`src/logic/virt_cap_pkg.sv`:
```
// Constants, capability values and carrier types for the control capability
// check block. Assumes a 32-bit Avalon-MM master with byte addressing.
package virt_cap_pkg;

    localparam int ADDR_W = 14;

    // Printed register indices; the low half sits at byte 4*index and the
    // high half at the same byte address plus HIGH_HALF_BASE.
    localparam logic [11:0] PRI_LEGACY_IDX = 12'h0482;
    localparam logic [11:0] EXIT_LEGACY_IDX = 12'h0483;
    localparam logic [11:0] ENTRY_LEGACY_IDX = 12'h0484;
    localparam logic [11:0] SEC_IDX = 12'h048B;
    localparam logic [11:0] PRI_TRUE_IDX = 12'h048E;
    localparam logic [11:0] EXIT_TRUE_IDX = 12'h048F;
    localparam logic [11:0] ENTRY_TRUE_IDX = 12'h0490;
    localparam logic [11:0] TER_IDX = 12'h0492;
    localparam logic [ADDR_W-1:0] HIGH_HALF_BASE = 14'h2000;

    // Writable control and command words; status word is read-only
    localparam logic [ADDR_W-1:0] BASIC_HI_ADDR = 14'h0004;
    localparam logic [ADDR_W-1:0] PRI_CTL_ADDR = 14'h0010;
    localparam logic [ADDR_W-1:0] SEC_CTL_ADDR = 14'h0014;
    localparam logic [ADDR_W-1:0] TER_CTL_LO_ADDR = 14'h0018;
    localparam logic [ADDR_W-1:0] TER_CTL_HI_ADDR = 14'h001C;
    localparam logic [ADDR_W-1:0] EXIT_CTL_ADDR = 14'h0020;
    localparam logic [ADDR_W-1:0] ENTRY_CTL_ADDR = 14'h0024;
    localparam logic [ADDR_W-1:0] CMD_ADDR = 14'h0028;
    localparam logic [ADDR_W-1:0] STATUS_ADDR = 14'h002C;

    // Bit 55 of the basic capability word, seen in its high half
    localparam int BASIC_TRUE_BIT = 23;
    localparam logic BASIC_TRUE_RESET = 1'b1;
    localparam int CMD_START_BIT = 0;
    localparam int SEC_ENABLE_BIT = 31;
    localparam int TER_ENABLE_BIT = 17;
    localparam int SEC_EXIST_BIT = 63;
    localparam int TER_EXIST_BIT = 49;

    // Fixed-one class masks of the low halves; reserved secondary high-half mask
    localparam logic [31:0] PRI_FIXED1 = 32'h0401_E172;
    localparam logic [31:0] EXIT_FIXED1 = 32'h0003_6DFF;
    localparam logic [31:0] ENTRY_FIXED1 = 32'h0000_11FF;
    localparam logic [31:0] SEC_RESERVED = 32'hFFFF_0000;

    // Implementation-fixed allowed settings (plain defaults)
    localparam logic [63:0] PRI_TRUE = 64'hFFFF_FFFF_0000_0000;
    localparam logic [63:0] EXIT_TRUE = 64'h003F_FFFF_0000_0000;
    localparam logic [63:0] ENTRY_TRUE = 64'h0000_FFFF_0000_0000;
    localparam logic [63:0] SEC_RAW = 64'h0000_FFFF_0000_0000;
    localparam logic [63:0] TER_CAP = 64'h0000_0000_0000_00FF;

    localparam logic [63:0] PRI_LEGACY = PRI_TRUE | {32'h0000_0000, PRI_FIXED1};
    localparam logic [63:0] EXIT_LEGACY = EXIT_TRUE | {32'h0000_0000, EXIT_FIXED1};
    localparam logic [63:0] ENTRY_LEGACY =
        ENTRY_TRUE | {32'h0000_0000, ENTRY_FIXED1};
    localparam logic [63:0] SEC_CAP = {SEC_RAW[63:32] & ~SEC_RESERVED,
                                       32'h0000_0000};

    localparam int ST_DONE = 0;
    localparam int ST_FAIL = 1;
    localparam int ST_W = 7;

    typedef struct packed {
        logic [ADDR_W-1:0] address;
        logic              read;
        logic              write;
        logic [31:0]       writedata;
        logic [3:0]        byteenable;
    } avalon_req_type;

    typedef struct packed {
        logic [31:0] readdata;
        logic        waitrequest;
    } avalon_rsp_type;

endpackage : virt_cap_pkg

```
`src/logic/virt_control_capability_check.sv`:
```
// Capability report registers and entry-time control check, reached over
// Avalon-MM. Assumes a master that holds each request until waitrequest low.
//
// Overview of operation
// [RL1] Low capability bit X set: check fails when control X is 0.
// [RL2] Capability bit 32+X set allows control X at 1, else 1 fails.
// [RL3] Legacy primary report reads 1 at bits 1, 4-6, 8, 13-16, 26.
// [RL4] With bit 55 clear, fixed-one controls must be 1; true reports absent.
// [RL5] With bit 55 set, true reports hold all allowed settings, no exceptions.
// [RL6] Secondary report low half is always 0.
// [RL7] Reserved secondary bits must be 0, never reported as allowed at 1.
// [RL8] Secondary violations fail only while second-tier enable is 1.
// [RL9] Secondary report exists only when primary bit 63 is 1.
// [RL10] Tertiary report gives allowed 1-settings at bit X, gated by enable.
// [RL11] Tertiary report exists only when primary bit 49 is 1.
// [RL12] Legacy exit report reads 1 at bits 0-8, 10, 11, 13, 14, 16, 17.
// [RL13] Legacy entry report reads 1 at bits 0-8 and 12.
// [RL14] Entry control X at 1 with capability bit 32+X clear fails.
// [RL15] Primary reports at indices 482H legacy and 48EH true.
// [RL16] Exit reports at indices 483H legacy and 48FH true.
// [RL17] Entry reports at indices 484H legacy and 490H true.
// [RL18] Secondary report at index 48BH, tertiary at 492H.
// [RL19] Fixed-one class controls default to 1 for plain software.
// [RL20] Reports are fixed read-only; all violations merge into one result. Basic bit 55 is writable here.
//
// Local design decision: the Avalon-MM register port.
`timescale 1ns/1ps
`default_nettype none

module virt_control_capability_check (
    input  wire logic                          ref_clk,
    input  wire logic                          rst,
    input  wire virt_cap_pkg::avalon_req_type  busReq,
    output var  virt_cap_pkg::avalon_rsp_type  busRsp,
    output var  logic                          entryDone,
    output var  logic                          entryFail
);
    import virt_cap_pkg::*;

    typedef enum logic [1:0] {
        CHK_IDLE   = 2'b00,
        CHK_EVAL   = 2'b01
    } check_state_type;

    typedef struct packed {
        logic              waitReq;
        logic [31:0]       readData;
        logic              basicTrue;
        logic [31:0]       priCtl;
        logic [31:0]       secCtl;
        logic [63:0]       terCtl;
        logic [31:0]       exitCtl;
        logic [31:0]       entryCtl;
        check_state_type   chk;
        logic [ST_W-1:0]   status;
    } state_type;

    state_type st;
    state_type next_st;

    logic [63:0] priSel;
    logic [63:0] exitSel;
    logic [63:0] entrySel;
    logic        secEnable;
    logic        terEnable;
    logic [4:0]  groupFail;
    logic        ack;
    logic        wordHit;
    logic [31:0] wordData;

    function automatic logic [31:0] mergeBytes(
        input logic [31:0] oldWord,
        input logic [31:0] newWord,
        input logic [3:0]  lanes
    );
        logic [31:0] merged;
        merged = oldWord;
        for (int i = 0; i < 4; i++) begin
            if (lanes[i]) begin
                merged[i*8 +: 8] = newWord[i*8 +: 8];
            end
        end
        return merged;
    endfunction : mergeBytes

    function automatic logic [ADDR_W-1:0] lowAddr(input logic [11:0] idx);
        return {idx, 2'b00};
    endfunction : lowAddr

    function automatic logic [ADDR_W-1:0] highAddr(input logic [11:0] idx);
        return HIGH_HALF_BASE | {idx, 2'b00};
    endfunction : highAddr

    // One group's violations: low half forbids 0, high half allows 1
    function automatic logic groupViolation(
        input logic [63:0] cap,
        input logic [31:0] ctl
    );
        return |((~ctl & cap[31:0]) | (ctl & ~cap[63:32]));
    endfunction : groupViolation

    // Legacy reports carry the fixed-one bits forced high; with bit 55
    // clear they are the ones the check obeys.
    always_comb begin
        priSel = st.basicTrue ? PRI_TRUE : PRI_LEGACY; // see [RL4] [RL5]
        exitSel = st.basicTrue ? EXIT_TRUE : EXIT_LEGACY; // see [RL4] [RL5]
        entrySel = st.basicTrue ? ENTRY_TRUE : ENTRY_LEGACY; // see [RL5]
        secEnable = st.priCtl[SEC_ENABLE_BIT];
        terEnable = st.priCtl[TER_ENABLE_BIT];
        groupFail[0] = groupViolation(priSel, st.priCtl); // see [RL1] [RL2]
        groupFail[1] = secEnable
            && groupViolation(SEC_CAP, st.secCtl); // see [RL8] [RL7]
        groupFail[2] = terEnable
            && |(st.terCtl & ~TER_CAP); // see [RL10]
        groupFail[3] = groupViolation(exitSel, st.exitCtl); // see [RL1]
        groupFail[4] = groupViolation(entrySel, st.entryCtl); // see [RL14]
    end

    // Read decode; an absent report reads as zero
    always_comb begin
        wordHit = 1'b1;
        wordData = 32'h0000_0000;
        case (busReq.address & ~14'h0003)
            lowAddr(PRI_LEGACY_IDX): begin
                wordData = PRI_LEGACY[31:0]; // see [RL15] [RL3]
            end
            highAddr(PRI_LEGACY_IDX): wordData = PRI_LEGACY[63:32];
            lowAddr(EXIT_LEGACY_IDX): begin
                wordData = EXIT_LEGACY[31:0]; // see [RL16] [RL12]
            end
            highAddr(EXIT_LEGACY_IDX): wordData = EXIT_LEGACY[63:32];
            lowAddr(ENTRY_LEGACY_IDX): begin
                wordData = ENTRY_LEGACY[31:0]; // see [RL17] [RL13]
            end
            highAddr(ENTRY_LEGACY_IDX): wordData = ENTRY_LEGACY[63:32];
            lowAddr(SEC_IDX): begin
                wordData = 32'h0000_0000; // see [RL6]
            end
            highAddr(SEC_IDX): begin
                wordData = PRI_LEGACY[SEC_EXIST_BIT] ?
                    SEC_CAP[63:32] : 32'h0000_0000; // see [RL9] [RL18]
            end
            lowAddr(TER_IDX): begin
                wordData = PRI_LEGACY[TER_EXIST_BIT] ?
                    TER_CAP[31:0] : 32'h0000_0000; // see [RL11] [RL18]
            end
            highAddr(TER_IDX): begin
                wordData = PRI_LEGACY[TER_EXIST_BIT] ?
                    TER_CAP[63:32] : 32'h0000_0000; // see [RL11]
            end
            lowAddr(PRI_TRUE_IDX): begin
                wordData = st.basicTrue ?
                    PRI_TRUE[31:0] : 32'h0000_0000; // see [RL4]
            end
            highAddr(PRI_TRUE_IDX): begin
                wordData = st.basicTrue ? PRI_TRUE[63:32] : 32'h0000_0000;
            end
            lowAddr(EXIT_TRUE_IDX): begin
                wordData = st.basicTrue ?
                    EXIT_TRUE[31:0] : 32'h0000_0000; // see [RL16]
            end
            highAddr(EXIT_TRUE_IDX): begin
                wordData = st.basicTrue ? EXIT_TRUE[63:32] : 32'h0000_0000;
            end
            lowAddr(ENTRY_TRUE_IDX): begin
                wordData = st.basicTrue ?
                    ENTRY_TRUE[31:0] : 32'h0000_0000; // see [RL17]
            end
            highAddr(ENTRY_TRUE_IDX): begin
                wordData = st.basicTrue ? ENTRY_TRUE[63:32] : 32'h0000_0000;
            end
            BASIC_HI_ADDR: wordData[BASIC_TRUE_BIT] = st.basicTrue;
            PRI_CTL_ADDR: wordData = st.priCtl;
            SEC_CTL_ADDR: wordData = st.secCtl;
            TER_CTL_LO_ADDR: wordData = st.terCtl[31:0];
            TER_CTL_HI_ADDR: wordData = st.terCtl[63:32];
            EXIT_CTL_ADDR: wordData = st.exitCtl;
            ENTRY_CTL_ADDR: wordData = st.entryCtl;
            STATUS_ADDR: wordData[ST_W-1:0] = st.status;
            default: wordHit = 1'b0;
        endcase
    end

    // A request is answered on the cycle after it is first seen
    assign ack = !st.waitReq && (busReq.read || busReq.write);

    always_comb begin
        next_st = st;
        next_st.waitReq = 1'b1;
        if (st.waitReq && (busReq.read || busReq.write)) begin
            next_st.waitReq = 1'b0;
            next_st.readData = wordHit ? wordData : 32'h0000_0000;
        end
        // Capability words other than basic bit 55 ignore writes: they are fixed by the design
        if (ack && busReq.write) begin // see [RL20]
            case (busReq.address & ~14'h0003)
                BASIC_HI_ADDR: begin
                    if (busReq.byteenable[BASIC_TRUE_BIT / 8]) begin
                        next_st.basicTrue = busReq.writedata[BASIC_TRUE_BIT];
                    end
                end
                PRI_CTL_ADDR: begin
                    next_st.priCtl = mergeBytes(st.priCtl,
                        busReq.writedata, busReq.byteenable);
                end
                SEC_CTL_ADDR: begin
                    next_st.secCtl = mergeBytes(st.secCtl,
                        busReq.writedata, busReq.byteenable);
                end
                TER_CTL_LO_ADDR: begin
                    next_st.terCtl[31:0] = mergeBytes(st.terCtl[31:0],
                        busReq.writedata, busReq.byteenable);
                end
                TER_CTL_HI_ADDR: begin
                    next_st.terCtl[63:32] = mergeBytes(st.terCtl[63:32],
                        busReq.writedata, busReq.byteenable);
                end
                EXIT_CTL_ADDR: begin
                    next_st.exitCtl = mergeBytes(st.exitCtl,
                        busReq.writedata, busReq.byteenable);
                end
                ENTRY_CTL_ADDR: begin
                    next_st.entryCtl = mergeBytes(st.entryCtl,
                        busReq.writedata, busReq.byteenable);
                end
                CMD_ADDR: begin
                    if (busReq.byteenable[0]
                        && busReq.writedata[CMD_START_BIT]) begin
                        next_st.chk = CHK_EVAL;
                        next_st.status[ST_DONE] = 1'b0;
                    end
                end
                default: begin
                end
            endcase
        end
        case (st.chk)
            CHK_EVAL: begin
                // Controls are stable here: a write cannot land on this edge
                next_st.chk = CHK_IDLE;
                next_st.status[ST_DONE] = 1'b1;
                next_st.status[ST_FAIL] = |groupFail; // see [RL20]
                next_st.status[ST_W-1:2] = groupFail;
            end
            CHK_IDLE: begin
            end
            default: next_st.chk = CHK_IDLE;
        endcase
    end

    // Control words come up at their fixed-one defaults so plain software
    // passes the check with no set-up.
    always_ff @(posedge ref_clk) begin
        if (rst) begin
            st <= '0;
            st.waitReq <= 1'b1;
            st.basicTrue <= BASIC_TRUE_RESET;
            st.priCtl <= PRI_FIXED1; // see [RL19]
            st.exitCtl <= EXIT_FIXED1; // see [RL19]
            st.entryCtl <= ENTRY_FIXED1; // see [RL19]
            st.chk <= CHK_IDLE;
        end else begin
            st <= next_st;
        end
    end

    assign busRsp.readdata = st.readData;
    assign busRsp.waitrequest = st.waitReq;
    assign entryDone = st.status[ST_DONE];
    assign entryFail = st.status[ST_FAIL];

    logic readAck;
    assign readAck = ack && busReq.read;
endmodule : virt_control_capability_check

`default_nettype wire

```
`config.mk`:
```
export PLATFORM = sky130hd
export DESIGN_NAME = virt_control_capability_check
export DESIGN_NICKNAME = d
export VERILOG_FILES = /design/src/logic/virt_cap_pkg.sv /design/src/logic/virt_control_capability_check.sv
export SDC_FILE = /design/constraint.sdc
export NUM_CORES = 1
export LEC_CHECK = 0
export BUFFER_PORTS_ARGS = -buffer_cell sky130_fd_sc_hd__buf_2
export CAP_MARGIN = 25
export CORE_UTILIZATION = 45
export CTS_CLUSTER_SIZE = 10
export DETAILED_ROUTE_END_ITERATION = 7
export GPL_ROUTABILITY_DRIVEN = 0
export PLACE_DENSITY = 0.61
export SYNTH_ARGS = -nofsm -noshare
export SYNTH_HDL_FRONTEND = slang
export SYNTH_SLANG_ARGS = --single-unit
```
`constraint.sdc`:
```
create_clock -name ref_clk -period 3.5 [get_ports ref_clk]
set_input_delay 0.35 -clock ref_clk [delete_from_list [all_inputs] [get_ports ref_clk]]
set_output_delay 0.35 -clock ref_clk [all_outputs]
set_load 0.02 [all_outputs]
```
# Word level (Yosys, flattened, before mapping)
# Index checks and enable logic that the tools add are counted.
[word_totals] elab_cells=137 output_inout_bits=35 register_bits=234 inputBits=54
[op_classes] muxes=17 n_reduce_logical=49 n_bitwise=16 n_eq_ne=25
[ops] operator="$pmux W16 S16" count=1
[ops] operator="$reduce_or A98 Y1" count=1
[ops] operator="$and A32 B32 Y32" count=3
[ops] operator="$eq A12 B11 Y1 const B" count=8
[ops] operator="$eq A12 B12 Y1 const B" count=8
[ops] operator="$not A32 Y32" count=3
[ops] operator="$or A32 B32 Y32" count=3
[ops] operator="$reduce_or A32 Y1" count=3
[ops] operator="$pmux W8 S11" count=1
[ops] operator="$pmux W7 S12" count=1
[ops] operator="$reduce_and A3 Y1" count=27
[ops] operator="$mux W32" count=2
[ops] operator="$reduce_or A56 Y1" count=1
[ops] operator="$eq A12 B3 Y1 const B" count=4
[ops] operator="$eq A12 B4 Y1 const B" count=4
[ops] operator="$mux W33" count=1
[ops] operator="$and A32 B13 Y32" count=1
[ops] operator="$and A32 B18 Y32" count=1
[ops] operator="$and A32 B27 Y32" count=1
[ops] operator="$not A16 Y32 const A" count=1
[ops] operator="$not A22 Y32 const A" count=1
[ops] operator="$not A32 Y32 const A" count=1
[ops] operator="$mux W27" count=1
[ops] operator="$reduce_or A24 Y1" count=1
[ops] operator="16 further kinds" count=28

# Longest topological paths before layout
# Gate-level depths: netlist (run 1).
[depth] word_depth=5 mapped_depth=9 ltp_nobuf=5

# Worst setup path after synthesis (run 1)
# Ideal clock, no wire load.
[synth_path] path_kind="input to register" start="input port busReq[51] (netlist bit)" end="register st[113] (netlist bit)" required_ps=3372 n_path_buf=3 setup_slack_ps=1539 arrival_ps=1833 stages=8 setup_ps=128 path_cell_list="buf_2 nor4_1 and2_0 buf_2 buf_4 nand4_4 mux2i_1 nor2_1"
[synth_via] elab_chain_cells=2
[synth_lines] item="start, declared" line_no="virt_control_capability_check.sv:33" text="input wire virt_cap_pkg::avalon_req_type busReq,"
[synth_lines] item="$eq A12 B3 Y1" line_no="virt_control_capability_check.sv:196" text="case (busReq.address & ~14'h0003)"
[synth_lines] item="$reduce_and A3 Y1 (no source line)"
[synth_lines] item="end signal, assigned" line_no="virt_control_capability_check.sv:263" text="st <= next_st;"
[synth_lines] item="end, declared" line_no="virt_control_capability_check.sv:58" text="state_type st;"
# Every way passes these cells.
# A chain may end at the register's enable or synchronous reset.

# Worst setup path in the final report (run 1)
[layout_path] start="register st (netlist bit busRsp[0])" end="register st[112] (netlist bit)"
[layout_via] elab_chain_cells=4
[layout_lines] item="$logic_not A1 Y1" line_no="virt_control_capability_check.sv:185" text="assign ack = !st.waitReq && (busReq.read || busReq.write);"
[layout_lines] item="$logic_and A1 B1 Y1" line_no="virt_control_capability_check.sv:185"
[layout_lines] item="$logic_and A1 B1 Y1" line_no="virt_control_capability_check.sv:195" text="if (ack && busReq.write) begin"
[layout_lines] item="$reduce_and A3 Y1 (no source line)"
# Every way passes these cells.

==> results of run 1 <==
[Yosys cell counts, drive strengths merged, types with 12 or more instances]
library cell  count
dfxtp           234
nor2             68
a31oi            12
nand4            27
a211o            13
nor3             22
o21ai            34
clkbuf           42
a21oi           138
nor4             28
and3             12
a22oi            72
nand3           100
nand3b           12
inv              12
buf              87
nand2           256
mux2i            43
[report_power, final]
group / total, mW / leakage, nW / internal (mW) / switching, mW
clock: 2.44 / 0.345 / 1.38 / 1.05
combinational: 0.294 / 2.28 / 0.0764 / 0.218
sequential: 2.67 / 1.89 / 2.67 / 0.00238
total: 5.40 / 4.51 / 4.13 / 1.27
[registers in the layout, indices dropped and copies added (netlist names)]
register   cells
st           198
busRsp        33
entryDone      1
entryFail      1
secEnable      1
[worst max-delay path, cell delays in order (launching register included)]
cell and delay [ns]:
dfxtp_1 0.32, nor2b_1 0.14, buf_4 0.30, and4_1 0.68, buf_4 0.33, nand2_1 0.24, nand2_1 0.17, a21oi_1 0.07
[metal layers]
layer	part of all wire (%)	GRT usage [%]
met5	0	0
met4	2.0	7.75
met3	9.4	6.18
met2	43	43.5
met1	46	41.6
[worst max-delay path by stage]
| stage | from | end | slack [ns] | depth (start not counted) |
|---|---|---|---|---|
| finish | busRsp[0] | st[112] | 1.09 | 7 |
| global route | busRsp[0] | st[112] | 0.98 | 7 |
| CTS | busRsp[0] | st[112] | 1.12 | 7 |
| detailed placement | busReq[42] | busRsp[8] | 0.81 | 6 |
| global placement | busReq[42] | busRsp[8] | 0.79 | 6 |
| floorplan | busReq[51] | st[113] | 1.54 | 8 |
[metrics by stage]
step,power [mW],setup slack [ns],instance area [um^2],instances
final,5.40,1.09,11900,1655
after global routing,5.55,0.984,11900,1655
after CTS,5.42,1.12,11900,1655
after detailed placement,3.02,0.807,11200,1623
after global placement,3.02,0.795,11200,1623
after floorplan,2.88,1.54,10800,1315
[placed cells by master, fill, tap and decap left out, drive strengths merged, types with 3 or more instances in the layout]
master	synthesis	routed
nor4bb	3	3
a221oi	4	4
a222oi	3	3
nor2b	9	9
nand3b	12	12
a21oi	138	138
clkbuf	42	32
mux2i	43	43
mux2	9	9
nor2	68	68
a22oi	72	72
nor3b	4	4
buf	87	118
and2	6	6
nand4	27	27
o21ai	34	34
and3	12	12
o41ai	3	3
o211ai	8	8
a31oi	12	12
nand3	100	100
and4b	3	3
nand2b	4	4
a211o	13	13
a32oi	6	6
a211oi	7	7
and4	3	3
nand2	256	256
dfxtp	234	234
inv	12	12
nor4	28	28
nor4b	5	5
nor3	22	22
[logic make-up after synthesis]
family,after synthesis,share of synthesized area (%)
simple gates,565,25.5
compound gates,321,19.0
flops,234,43.4
buf+inv,141,6.67
mux,54,5.35
[layout make-up]
class	instances	area [um^2]
fill	2261	11600
multi-input combinational	940	5400
sequential	234	4680
clock buffer	32	704
timing repair buffer	118	677
tap	319	399
inverter	12	45.0
==> flow_summary.ini, run 1 <==
[status]
outcome = finished clean

[clocking]
postCtsHoldBufs = 0
root_buffer = clkbuf_16
clk_pin_slew_ns = 0.06
clk_latency_ns = 0.53
cts_sinks = 234
cts_tree = yes
htree_levels = 1
ctsResizeCount = 0
post_cts_buffers = 0
cts_buffer_depth = 3
cts_buffers = 27

[sta]
finalCritPeriodShare_pct = 68.8
holdWs_ns = 0.125
finalSetupViolCount = 0
fin_crit_ns = 2.41
rsz0062_at_grt = false
setup-tns-final_ns = 0
final_max_slew_viol_count = 0
tightest_slew_ns = 0.901
fin_worst_skew_ns = 0.0150
timing.fmax_ghz = 0.415
max_slew_margin_pct = 39.9
finalHoldViolCount = 0

[critical_path]
worstPathArrival_ns = 2.78
crit_type = register to register
reg2reg_slack_ns = 1.09
crit_fanout = 17
timing.rr.end = st[112]
rr_startpoint = busRsp[0]
crit_path_start_kind = register
worstSetupEndpointType = register
required_ns = 3.88
worst-r2r-cell-count = 7

[power]
p_per_area_nw_per_um2 = 453
p_leak_nw = 4.51
ir_drop_mv = 0.236

[grt]
track_usage_pct = 29.0
grt_pass1_wl_um = 54000
grt_max_degree = 84
grt_pass1_vias = 8987
antenna_found_initial = 0
overflow = 0

[logic_synthesis]
async_flop_share_pct = 0
synth-seq-area-share_pct = 43.4
synthTopCellsByArea = dfxtp_1, nand2_1, a21oi_1
synth_area_leader_cell = dfxtp_1
synth_cell_types = 63
synth_fp_nets = 1369
netlist_instances = 1315
syn_area_um2 = 10800
synth_warnings = 0
syn_area_per_cell_um2 = 8.20
ys.flop_type = dfxtp_1
synth_top_area_share_pct = 43.4
synth_edf_count = 0
synth.ff_latch_count = 234

[die]
dieHeight_um = 157
dieArea_um2 = 24600
fp.dieW_um = 157
io_pins = 89
initial_core_util_pct = 45.9
row_count = 56
core_um2 = 23500

[layout]
final_util_pct = 50.8
n_antenna_cell = 0
nets = 1387
layout-drive-gt1-share_pct = 13.2
syn2layout_area_growth_pct = 10.5

[placed_design]
port-buffer-count = 86
detailed_place_hpwl_um = 24600

[drt]
ant_nets = 0
drtIter0Drc = 1203
drc_errors = 0
dr_total_vias = 10090
dr.pass1.iters = 7
routed_wl_um = 35900
wl_per_cell_um = 21.7
via_per_inst = 6.10

[worst_hold_path]
min_to = st[113]
hp-start = busReq[12]
hold_class = primary input to register
whs_path_depth = 3

[flow_run]
maxCapViolations = 0
(Power assumes the default switching activity.)
==> run 2: changes to the inputs <==
ABC_AREA = 1   (was not set)
clock period = 2.25 ns   (was 3.5 ns; I/O delays follow)
==> run 2 against run 1 <==
  * Non-clock buffer count up 5
  * Clock power is 55% higher
  * Via count increased by 7.3%
  * Worst hold slack got worse by 0.11 ns
  * Die area rose by 5.2%
  * Sequential share of layout area fell by 2.1 points
  * Clock skew rose by 0.0075 ns
  * Combinational power increased by 35%
  * Critical endpoint is now st[150]
  * Largest power group unchanged
==> flow_summary.ini, run 2 <==
[status]
outcome = finished clean

[critical_path]
required_ns = 2.65
crit_fanout = 16
worst-path-buf-inv = 2
worstPathArrival_ns = 2.21
worstSetupEndpointType = register
cpMaxStageDelayCell = nand2_1
crit_path_start_kind = register
path_delay_family = simple AND/OR/NAND/NOR gates
crit_type = register to register
crit_chain = nor2_1 > buf_4 > nand2_1 > inv_1 > nand2_1 > o21ai_0 > a21oi_1
crit_path_max_incr_delay_ns = 0.35
cpMostUsedCell = nand2_1

[die]
io_pins = 89
row_count = 57
fp.dieW_um = 161
dieHeight_um = 161
core_um2 = 24500
initial_core_util_pct = 46.3
dieArea_um2 = 25900

[clocking]
postCtsHoldBufs = 0
post_cts_buffers = 0
htree_levels = 1
cts_buffers = 27
cts_buffer_depth = 3
cts_tree = yes
cts_sinks = 234
ctsResizeCount = 0
root_buffer = clkbuf_16
clk_latency_ns = 0.55
clk_pin_slew_ns = 0.05

[drt]
ant_nets = 0
met3WireLength_um = 2770
dr_total_vias = 10828
wl_per_cell_um = 18.2
wl_met2_um = 15700
drc_errors = 0
via_per_inst = 5.43
routed_wl_um = 36300
m1WireLength_um = 17200
routed.top_layer = met4
drtIter0Drc = 873
dr.pass1.iters = 6

[sta]
fin_crit_ns = 1.81
tightest_slew_ns = 0.580
rsz0062_at_grt = false
fin_worst_skew_ns = 0.0225
worst_slack_ns = 0.445
setup-tns-final_ns = 0
max_slew_margin_pct = 61.0
finalCritPeriodShare_pct = 80.2
finalSetupViolCount = 0
finalHoldViolCount = 0
final_max_slew_viol_count = 0
timing.fmax_ghz = 0.554

[power]
p_per_area_nw_per_um2 = 662
p_seq_share_pct = 49.8
combinationalPowerShare_pct = 4.8
p_sw_mw = 1.92
p_int_mw = 6.41
ir_drop_mv = 0.559
power_frac_clock_pct = 45.4
p_leak_nw = 5.40
switching_share_pct = 23.0

[logic_synthesis]
async_flop_share_pct = 0
yosys-top-cells-count = nand2_1, dfxtp_1, inv_1
synth_edf_count = 0
synth_warnings = 0
synth_area_leader_cell = dfxtp_1
syn_area_um2 = 11300
netlist_instances = 1621
synth.ff_latch_count = 234
synth-seq-area-share_pct = 41.3
synth_cell_types = 34
synthTopCellsByArea = dfxtp_1, o21ai_0, nand2_1
synth_fp_nets = 1675
ys.flop_type = dfxtp_1
synth.most_common_cell = nand2_1
synth_top_area_share_pct = 41.3
syn_area_per_cell_um2 = 7.00

[layout]
layout_common_cells = nand2_1, dfxtp_1, inv_1
stdcell_count = 1993
top_register = st
n_antenna_cell = 0
final_area_um2 = 12600
nets = 1719
largest_reg_flops = 198
final_common_cell = nand2_1
syn2layout_area_growth_pct = 10.8
layout-drive-gt1-share_pct = 12.4

[grt]
antenna_found_initial = 0
grt_pass1_vias = 9794
grt_pass1_wl_um = 56300
overflow = 0
track_usage_pct = 27.9
grt_max_degree = 52

[flow_run]
maxCapViolations = 0

[placed_design]
detailed_place_hpwl_um = 27300
place_area_um2 = 11900
port-buffer-count = 86
pre_cts_slack_ns = 0.0116
dp_cells = 1960

[worst_hold_path]
hold_class = primary input to register
==> run 2: changes by cell type in the layout (fill, tap and decap cells not counted), moves of 13 or more <==
cell,delta
a211o_1,-13
a21oi_1,+41
a22oi_1,-72
inv_1,+206
mux2i_1,-43
nand3_1,+33
nor2_1,+51
o211ai_1,+23
o21ai_0,+179
o22ai_1,+19
==> run 2: area by class of cell <==
type	instances	area [um^2]
well taps	324	405
repair buffers	123	758
clock buffers	32	704
fillers	2565	12000
multi-input cells	1051	5160
clock inverters	1	8.76
inverters	228	860
flip-flops and latches	234	4680
==> run 2: cells by family after synthesis <==
logic type | share of synthesized area (%)
simple gates | 24.4
compound gates | 21.0
flops | 41.3
buf+inv | 13.3
==> run 2: routing by layer <==
layer	vias up	GRT usage (%)
li1	5379	-
met1	5007	41.1
met2	399	43.6
met3	43	3.28
met4	0	5.79
met5	-	0
==> run 2: worst paths after layout <==
check	from	end	slack, ns	cells past startpoint
min	busReq[14]	st[51]	0.02	3
max	busRsp[0]	st[150]	0.44	7
max reg2reg	busRsp[0]	st[150]	0.44	7
min reg2reg	st[144]	st[144]	0.45	2
==> run 2: worst reg2reg max path, stage by stage (launching register included) <==
cell and delay, ns:
dfxtp_1 0.34, nor2_1 0.14, buf_4 0.17, nand2_1 0.07
inv_1 0.19, nand2_1 0.35, o21ai_0 0.33, a21oi_1 0.06
==> run 2: power by group through the flow <==
stage                     logic, mW  clock network, mW  registers (mW)
after floorplan               0.213                  0            4.24
after global placement        0.389                  0            4.24
after detailed placement      0.391                  0            4.24
after CTS                     0.392               3.83            4.15
after global routing          0.436               4.00            4.15
final                         0.398               3.78            4.15
==> run 2: metrics by stage <==
stage	total power, mW	util (%)	hold WS (ns)
2_1_floorplan	4.45	-	0.351
3_3_place_gp	4.63	48.4	0.432
3_5_place_dp	4.63	48.4	0.435
4_1_cts	8.38	51.3	0.00178
5_1_grt	8.58	51.3	0.0196
6_report	8.33	51.3	0.0170
==> run 3: changes to the inputs <==
clock period = 1.75 ns   (was 2.25 ns; I/O delays follow)
==> run 3 against run 2 <==
  * Clock skew decreased by 0.0099 ns
  * Combinational power increased by 53%
  * First-iteration DRC count increased by 37%
  * Global-route usage increased by 0.99 points
  * Total power increased by 34%
  * Clock power increased by 38%
  * Critical path type unchanged
  * Largest power group unchanged
==> flow_summary.ini, run 3 (synthesis results as in run 2) <==
[status]
outcome = finished clean

[clocking]
cts_buffer_depth = 3
root_buffer = clkbuf_16
cts_sinks = 234
clk_pin_slew_ns = 0.06
cts_buffers = 28
htree_levels = 1
clk_latency_ns = 0.55
cts_tree = yes

[layout]
final_common_cell = nand2_1
final_area_um2 = 13700
syn2layout_area_growth_pct = 20.6
top_register = st
layout-drive-gt1-share_pct = 17.3
fillCellCount = 2435
layout_common_cells = nand2_1, dfxtp_1, inv_1
stdcell_count = 2118
n_antenna_cell = 0
largest_reg_flops = 198
nets = 1838

[critical_path]
crit_path_start_kind = register
crit_type = register to register
crit_fanout = 13
worst-path-stages = 8
path_delay_family = buffers and inverters
worstSetupEndpointType = register
timing.rr.end = st[189]
crit_start = busRsp[0]
rr_startpoint = busRsp[0]
required_ns = 2.18
reg2reg_slack_ns = 0.12
cpMaxStageDelayCell = dfxtp_1
worst-path-buf-inv = 3
worstPathArrival_ns = 2.07
crit_path_max_incr_delay_ns = 0.34
crit_chain = nor2_1 > buf_4 > nand2_1 > inv_1 > nand2_1 > buf_4 > o21ai_0 > a21oi_1
crit_path_end = st[189]
worst-r2r-cell-count = 8

[sta]
finalSetupViolCount = 0
finalCritPeriodShare_pct = 93.4
finalHoldViolCount = 0
rsz0062_at_grt = false
fin_worst_skew_ns = 0.0126
max_slew_margin_pct = 71.9
fin_crit_ns = 1.63
tightest_slew_ns = 0.420
final_max_slew_viol_count = 0
worst_slack_ns = 0.115
setup-tns-final_ns = 0
timing.fmax_ghz = 0.612

[power]
p_per_area_nw_per_um2 = 814
ir_drop_mv = 0.612
p_leak_nw = 6.02

[die]
fp.dieW_um = 161
core_um2 = 24500
io_pins = 89
dieArea_um2 = 25900
dieHeight_um = 161
row_count = 57
initial_core_util_pct = 46.3

[grt]
overflow = 0
grt_max_degree = 74
track_usage_pct = 28.9
grt_pass1_vias = 10348
grt_pass1_wl_um = 58200
antenna_found_initial = 0

[drt]
dr.pass1.iters = 5
drtIter0Drc = 1198
wl_per_cell_um = 17.6
met3WireLength_um = 3270
via_per_inst = 5.35
routed.top_layer = met4
m1WireLength_um = 17500
dr_total_vias = 11333
routed_wl_um = 37300
wl_met2_um = 15500
ant_nets = 0
drc_errors = 0

[worst_hold_path]
hold_class = primary input to register

[placed_design]
port-buffer-count = 86
detailed_place_hpwl_um = 28100
place_area_um2 = 12700
dp_cells = 2055
pre_cts_slack_ns = -0.198

[flow_run]
maxCapViolations = 0
run 3: changes by cell type in the layout (fill, tap and decap cells not counted), moves of 2 or more:
cell / previous run / this run
buf_4: 33 / 122
dlygate4sd3_1: 0 / 23
buf_12: 4 / 10
clkbuf_1: 4 / 7
nand2_1: 254 / 251
clkbuf_8: 1 / 3
nand2_2: 11 / 13
run 3: final cells by class:
class	instances	area (um^2)	area share [%]
well taps	324	405	2.96
repair buffers	241	1780	13.0
multi-input cells	1051	5170	37.8
flip-flops and latches	234	4680	34.2
clock inverters	2	21.3	0.155
clock buffers	38	768	5.61
inverters	228	860	6.28
run 3: worst min path at each step:
stage	end	slack (ns)	startpoint	cells after the start
after CTS	st[28]	0.0007	busReq[23]	3
after global routing	st[104]	0.02	busReq[35]	3
after floorplan	st[51]	0.30	busReq[14]	2
after global placement	st[192]	0.43	st[192]	2
final	st[193]	0.02	busReq[28]	3
after detailed placement	st[148]	0.44	st[148]	2
run 3: worst min-delay path, stage by stage:
cell	delay (ns)
buf_2	0.16
o21ai_0	0.10
a21oi_1	0.10
run 3: metal layers:
metal | track usage [%] | vias to the layer above
met4 | 9.39 | 0
met3 | 4.78 | 68
met5 | 0 | -
li1 | - | 5628
met1 | 42.8 | 5172
met2 | 42.4 | 465
run 3: where the power goes:
| group | switching (mW) | leakage (nW) | internal (mW) |
|---|---|---|---|
| combinational | 0.402 | 3.75 | 0.207 |
| sequential | 0.00272 | 1.89 | 5.33 |
| clock | 2.19 | 0.386 | 3.00 |
| total | 2.60 | 6.02 | 8.54 |
run 3: metrics by stage:
step | total power, mW | util [%] | hold slack [ns]
after global placement | 6.00 | 51.6 | 0.432
after detailed placement | 6.00 | 51.6 | 0.436
after CTS | 11.2 | 55.7 | 0.000717
after floorplan | 5.72 | - | 0.301
after global routing | 11.5 | 55.8 | 0.0240
final | 11.1 | 55.8 | 0.0247
run 3: repair_timing:
item,4_1_cts,5_1_grt
endpoints found under the hold margin,42,0
endpoints found under the setup margin,0,20
hold buffers,23,0
resized for setup,0,5
buffers inserted,0,0
